===== config.mk =====
export PLATFORM = sky130hd
export DESIGN_NAME = lvds_soft_deserializer_bitslip
export DESIGN_NICKNAME = d
export VERILOG_FILES = /design/src/shared/deser_pkg.sv /design/src/hdl/word_fifo.sv /design/src/hdl/lvds_soft_deserializer_bitslip.sv
export SDC_FILE = /design/constraint.sdc
export NUM_CORES = 1
export LEC_CHECK = 0
export BUFFER_PORTS_ARGS = -buffer_cell sky130_fd_sc_hd__buf_2
export CORE_MARGIN = 8
export CORE_UTILIZATION = 60
export DETAILED_ROUTE_END_ITERATION = 16
export HOLD_SLACK_MARGIN = 0.05
export PLACE_DENSITY = 0.8
export SETUP_SLACK_MARGIN = 0.15
export SLEW_MARGIN = 20
export SYNTH_ARGS = -nofsm -noshare
export SYNTH_HDL_FRONTEND = slang
export SYNTH_SLANG_ARGS = --single-unit

===== constraint.sdc =====
create_clock -name clk_sys_i -period 3.6 [get_ports clk_sys_i]
set_input_delay 0.36 -clock clk_sys_i [delete_from_list [all_inputs] [get_ports clk_sys_i]]
set_output_delay 0.36 -clock clk_sys_i [all_outputs]
set_load 0.02 [all_outputs]

===== src/shared/deser_pkg.sv =====
package deser_pkg;
    // deserialization factor and lane count defaults
    localparam int FACTOR = 8;
    localparam int LANES = 4;
    localparam int FIFO_DEPTH = 4;
    localparam int SLIP_W = $clog2(FACTOR);
    // reset values
    localparam logic [SLIP_W-1:0] SLIP_RESET = '0;
    localparam logic [SLIP_W-1:0] PHASE_RESET = '0;
    // slip to valid data, in parallel clock periods
    localparam int SLIP_SETTLE_WORDS = 2;

    typedef logic [LANES-1:0][FACTOR-1:0] lane_words_t;

    typedef struct packed {
        lane_words_t data;
        logic [LANES-1:0][SLIP_W-1:0] slip_pos;
    } rx_word_t;
endpackage : deser_pkg


===== src/hdl/word_fifo.sv =====
`timescale 1ns/1ps
module word_fifo #(
    parameter int WIDTH = 8,
    parameter int DEPTH = 4
) (
    // clock and reset
    input wire logic clk_sys_i,
    input wire logic reset_n_i,
    // fill side
    input wire logic in_valid_i,
    output logic in_ready_o,
    input wire logic [WIDTH-1:0] in_data_i,
    // drain side
    output logic out_valid_o,
    input wire logic out_ready_i,
    output logic [WIDTH-1:0] out_data_o
);
    localparam int PW = (DEPTH > 1) ? $clog2(DEPTH) : 1;

    logic [WIDTH-1:0] mem_reg [DEPTH];
    logic [PW-1:0] wr_ptr_reg;
    logic [PW-1:0] rd_ptr_reg;
    logic [PW:0] count_reg;
    logic push;
    logic pop;

    function automatic logic [PW-1:0] ptr_inc(input logic [PW-1:0] p);
        ptr_inc = (p == PW'(DEPTH - 1)) ? '0 : p + PW'(1);
    endfunction : ptr_inc

    assign in_ready_o = (count_reg != (PW + 1)'(DEPTH));
    assign out_valid_o = (count_reg != '0);
    assign out_data_o = mem_reg[rd_ptr_reg];
    assign push = in_valid_i && in_ready_o;
    assign pop = out_valid_o && out_ready_i;

    always_ff @(posedge clk_sys_i) begin
        if (push) begin
            mem_reg[wr_ptr_reg] <= in_data_i;
        end
    end

    always_ff @(posedge clk_sys_i) begin
        if (!reset_n_i) begin
            wr_ptr_reg <= '0;
            rd_ptr_reg <= '0;
            count_reg <= '0;
        end else begin
            if (push) begin
                wr_ptr_reg <= ptr_inc(wr_ptr_reg);
            end
            if (pop) begin
                rd_ptr_reg <= ptr_inc(rd_ptr_reg);
            end
            if (push && !pop) begin
                count_reg <= count_reg + (PW + 1)'(1);
            end else if (pop && !push) begin
                count_reg <= count_reg - (PW + 1)'(1);
            end
        end
    end
endmodule : word_fifo


===== src/hdl/lvds_soft_deserializer_bitslip.sv =====
`timescale 1ns/1ps
module lvds_soft_deserializer_bitslip #(
    parameter int FACTOR = deser_pkg::FACTOR,
    parameter int LANES = deser_pkg::LANES,
    parameter int FIFO_DEPTH = deser_pkg::FIFO_DEPTH
) (
    // clock and reset; clk_sys_i is the receive_fast_clock
    input wire logic clk_sys_i,
    input wire logic reset_n_i,
    // serial lanes from the pins
    input wire logic [LANES-1:0] serial_i,
    // slip requests from core logic
    input wire logic slip_all_i,
    input wire logic [LANES-1:0] slip_lane_i,
    // parallel clock enable
    output logic load_strobe_o,
    // parallel word stream
    output logic word_valid_o,
    input wire logic word_ready_i,
    output deser_pkg::rx_word_t word_o,
    // word lost because the buffer was full
    output logic overrun_o
);
    import deser_pkg::*;

    localparam int SW = (FACTOR > 1) ? $clog2(FACTOR) : 1;
    localparam int WW = $bits(rx_word_t);

    ////////////////////////////////////////////////////////////////////////
    // pin synchronisers

    // the first flop may go metastable; only the second is read
    logic [LANES-1:0] serial_meta_reg;
    logic [LANES-1:0] serial_sync_reg;

    always_ff @(posedge clk_sys_i) begin
        serial_meta_reg <= serial_i;
        serial_sync_reg <= serial_meta_reg;
    end

    ////////////////////////////////////////////////////////////////////////
    // word phase counter and load strobe

    logic [SW-1:0] phase_reg;
    logic load;

    function automatic logic [SW-1:0] wrap_inc(input logic [SW-1:0] v);
        wrap_inc = (v == SW'(FACTOR - 1)) ? '0 : v + SW'(1);
    endfunction : wrap_inc

    // load marks the last bit of a word; the strobe output trails it by a cycle
    assign load = (phase_reg == SW'(FACTOR - 1));

    always_ff @(posedge clk_sys_i) begin
        if (!reset_n_i) begin
            phase_reg <= PHASE_RESET;
        end else begin
            phase_reg <= wrap_inc(phase_reg);
        end
    end

    always_ff @(posedge clk_sys_i) begin
        if (!reset_n_i) begin
            load_strobe_o <= 1'b0;
        end else begin
            load_strobe_o <= load;
        end
    end

    ////////////////////////////////////////////////////////////////////////
    // slip request detection

    logic slip_all_prev_reg;
    logic [LANES-1:0] slip_lane_prev_reg;
    logic slip_all_rise;
    logic [LANES-1:0] slip_lane_rise;
    logic [LANES-1:0] slip_take;

    // common request counts once per pulse
    assign slip_all_rise = slip_all_i && !slip_all_prev_reg;
    // lane request sampled on the parallel clock, edge only
    assign slip_lane_rise = load ? (slip_lane_i & ~slip_lane_prev_reg) : '0;

    // a common and a lane request on the same edge give a single slip
    always_comb begin
        slip_take = slip_lane_rise;
        if (slip_all_rise) begin
            slip_take = '1;
        end
    end

    always_ff @(posedge clk_sys_i) begin
        if (!reset_n_i) begin
            slip_all_prev_reg <= 1'b0;
        end else begin
            slip_all_prev_reg <= slip_all_i;
        end
    end

    // the lane request is only looked at on load cycles, so a pulse
    // shorter than one word period can be missed altogether
    always_ff @(posedge clk_sys_i) begin
        if (!reset_n_i) begin
            slip_lane_prev_reg <= '0;
        end else if (load) begin
            slip_lane_prev_reg <= slip_lane_i;
        end
    end

    ////////////////////////////////////////////////////////////////////////
    // per-lane realignment and word assembly

    logic [LANES-1:0][SW-1:0] slip_pos_reg;
    logic [LANES-1:0][FACTOR-1:0] delay_reg;
    logic [LANES-1:0][FACTOR-1:0] shift_reg;
    logic [LANES-1:0] tap;

    genvar g;
    generate
        for (g = 0; g < LANES; g++) begin : g_lane
            // tap k adds k+1 bits of latency ahead of the shifter
            assign tap[g] = delay_reg[g][slip_pos_reg[g]];

            always_ff @(posedge clk_sys_i) begin
                if (!reset_n_i) begin
                    slip_pos_reg[g] <= SLIP_RESET;
                end else if (slip_take[g]) begin
                    slip_pos_reg[g] <= wrap_inc(slip_pos_reg[g]);
                end
            end

            always_ff @(posedge clk_sys_i) begin
                if (!reset_n_i) begin
                    delay_reg[g] <= '0;
                end else begin
                    delay_reg[g] <= {delay_reg[g][FACTOR-2:0], serial_sync_reg[g]};
                end
            end

            // first received bit ends in the msb
            always_ff @(posedge clk_sys_i) begin
                if (!reset_n_i) begin
                    shift_reg[g] <= '0;
                end else begin
                    shift_reg[g] <= {shift_reg[g][FACTOR-2:0], tap[g]};
                end
            end
        end
    endgenerate

    ////////////////////////////////////////////////////////////////////////
    // word buffer

    rx_word_t load_word;
    logic fifo_in_ready;
    logic fifo_out_valid;
    logic [WW-1:0] fifo_out_data;
    logic out_take;

    // the output register is free, or its word leaves this cycle
    assign out_take = !word_valid_o || word_ready_i;

    // words straight after a slip are corrupt; the core discards them
    always_comb begin
        load_word.data = shift_reg;
        load_word.slip_pos = slip_pos_reg;
    end

    word_fifo #(
        .WIDTH(WW),
        .DEPTH(FIFO_DEPTH)
    ) u_fifo (
        .clk_sys_i(clk_sys_i),
        .reset_n_i(reset_n_i),
        .in_valid_i(load),
        .in_ready_o(fifo_in_ready),
        .in_data_i(load_word),
        .out_valid_o(fifo_out_valid),
        .out_ready_i(out_take),
        .out_data_o(fifo_out_data)
    );

    // output stage so every output comes from a flip-flop
    always_ff @(posedge clk_sys_i) begin
        if (!reset_n_i) begin
            word_valid_o <= 1'b0;
        end else if (out_take) begin
            word_valid_o <= fifo_out_valid;
        end
    end

    always_ff @(posedge clk_sys_i) begin
        if (!reset_n_i) begin
            word_o <= '0;
        end else if (out_take && fifo_out_valid) begin
            word_o <= rx_word_t'(fifo_out_data);
        end
    end

    // the serial stream cannot stall, so a word that finds the buffer
    // full is dropped and flagged instead of pushing back
    always_ff @(posedge clk_sys_i) begin
        if (!reset_n_i) begin
            overrun_o <= 1'b0;
        end else begin
            overrun_o <= load && !fifo_in_ready;
        end
    end
endmodule : lvds_soft_deserializer_bitslip


==> flow_metrics.tcl <==
set metrics [dict create \
    status "finished, final reports clean" \
    min_path_type "in2reg" \
    power_mw 9.070 \
    clock_latency_ns 0.55 \
    fin_crit_sh_pct 64.55 \
    max-cap-violations 0 \
    reg2reg_depth 10 \
    hold_path_depth 3 \
    yosys.cell_count.top_type "edfxtp_1" \
    yosys_warnings 0 \
    area_growth_pct 13.16 \
    clk_pin_slew_ns 0.06 \
    dieArea_um2 23850 \
    antennaDiodeCount 0 \
    grt_pass1_wl_um 32240 \
    synth_area_um2 11500 \
    grtUsageTotal_pct 17.10 \
    vias 5837 \
    slew_headroom_pct 48.56 \
    die_w_um 154.4 \
    route.detailed.drc 0 \
    core_um2 18770 \
    cp-start-kind "flop" \
    numClockSinks 322 \
    cp_max_fo 8 \
    htreeDepth 1 \
    crit_required_ns 4.08 \
    postCtsResizedCells 0 \
    dp_hpwl_um 12320 \
    yosys.area.top_type "edfxtp_1" \
    async_flop_share_pct 0 \
    overflow 0 \
    setup_viol 0 \
    critPathKind "reg2reg" \
    dr.pass1.iters 5 \
    grt_pass1_vias 6078 \
    skew_ns 0.01061 \
    rows 50 \
    syn_nets 680 \
    dieHeight_um 154.4 \
    grt_max_degree 68 \
    critPathArrivalTime_ns 2.80 \
    pin_count 59 \
    min_period_ns 2.324 \
    synth-edff-count 176 \
    cts_tree "yes" \
    worstMarginPinSlew_ns 0.7701 \
    gp_congestion 0.7583 \
    vdd_ir_drop_max_v 0.0004807 \
    routed_wl_um 20440 \
    synthCells 651 \
    post_drt_wl_per_cell_um 20.71 \
    final_area_um2 13010 \
    drtIter0Drc 383 \
    cts_buffers 30 \
    synth_ff_type "edfxtp_1" \
    finalHoldViolCount 0 \
    largest_reg_flops 176 \
    report.final.slew_viol_count 0 \
    grt_setup_unrepaired "no" \
    fill_cells 1191 \
    worst_setup_path_end_kind "flop" \
    synth_top_area_share_pct 45.97 \
    cts_buffer_depth 3 \
    hold_buffers 5 \
    utilization_pct 69.32 \
    drive_above_1_share_pct 25.76 \
    ys_top_cells_by_count "176 x edfxtp_1, 146 x dfxtp_1, 61 x and2_1, 43 x a22o_2, 34 x mux4_1" \
    placedInstanceArea_um2 11960 \
    avgSynthCellArea_um2 17.66 \
    final_nets 758 \
    p_per_area_nw_per_um2 697.1 \
    leakagePower_nw 4.775 \
    ant_nets 0 \
    setup_tns_ns 0 \
    seq_area_frac_synth_pct 71.39 \
    placement.io_buffers 58 \
    yosysUniqueCellTypes 38 \
    start_util_pct 61.26 \
    post-cts-setup-buffers 0 \
    synth_seq_cells 322 \
    max_freq_ghz 0.4303 \
    clockRootBuffer "clkbuf_16" \
    synthTopCellsByArea "edfxtp_1 46%, dfxtp_1 25%, mux4_1 7.8%" \
    antenna_found_initial 0 \
    viasPerCell 5.914 \
]
per-layer routing:
metal	global-route usage (%)	wire length (um)
met1	20.64	8579
met2	30.92	10520
met3	3.009	1001
met4	4.900	337
met5	0	0
critical path: stages, from the launching register on:
cell	delay, ns
dfxtp_1	0.34
ha_1	0.15
ha_1	0.15
inv_1	0.11
nor2_1	0.15
ha_1	0.19
inv_1	0.06
fa_1	0.37
xor2_1	0.18
or3_2	0.42
a21oi_1	0.14
cells in the final DEF, fill, tap and decap left out, drive strengths merged, types with 3 or more instances in the layout:
cell,instances
and3b,4
edfxtp,176
clkinv,12
and3,6
clkbuf,37
a21oi,19
ha,16
a311oi,4
nor2,16
nand3b,4
dlygate4sd3,5
o21ai,17
nor3,4
nand3,14
mux4,48
buf,73
mux2i,9
mux2,4
and2,61
bufinv,3
inv,11
dfxtp,146
o31ai,4
a22o,44
through the flow:
step	instances	setup WS, ns	hold WS (ns)
3_3_place_gp	925	1.390	0.3142
3_5_place_dp	926	1.306	0.3181
6_report	987	1.276	0.08643
5_1_grt	987	1.110	0.08831
4_1_cts	987	1.285	0.06220
2_1_floorplan	651	0.9676	0.3096
logic make-up (layout without fill, tap and decap cells):
group | Yosys count | after routing | share of synthesized area, %
AOI/OAI and AO/OA | 88 | 88 | 6.051
xor gates and xnor gates | 2 | 2 | 0.1524
adders and majority gates | 17 | 17 | 1.915
buffers and inverters | 41 | 143 | 2.557
DFF | 322 | 322 | 71.39
muxes | 61 | 61 | 11.69
and+or+nand+nor | 120 | 120 | 6.247
final cells by class:
type / count / area, um2 / share of cell area [%]
Clock buffer: 37 / 807.0 / 6.203
Clock inverter: 19 / 193.9 / 1.491
Inverter: 9 / 33.78 / 0.2597
Multi-Input combinational cell: 288 / 3007 / 23.11
Sequential cell: 322 / 8210 / 63.11
Tap cell: 234 / 292.8 / 2.250
Timing Repair Buffer: 78 / 465.4 / 3.578
final timing paths:
| check | startpoint | to | slack, ns |
|---|---|---|---|
| worst max register to register | phase_reg[0]$_SDFF_PP0_ | u_fifo.count_reg[2]$_SDFFE_PN0P_ | 1.28 |
| worst min-delay path | slip_lane_i[3] | slip_lane_prev_reg[3]$_SDFFE_PN0P_ | 0.09 |
| worst max-delay path | phase_reg[0]$_SDFF_PP0_ | u_fifo.count_reg[2]$_SDFFE_PN0P_ | 1.28 |
| worst min register to register | serial_meta_reg[2]$_DFF_P_ | serial_sync_reg[2]$_DFF_P_ | 0.33 |
report_power, final:
| part | switching (mW) | internal (mW) | leakage, nW |
|---|---|---|---|
| Sequential | 0.228 | 4.13 | 2.73 |
| Combinational | 0.856 | 0.736 | 1.55 |
| Clock | 1.31 | 1.82 | 0.491 |
Power figures use the tool's default switching activity.
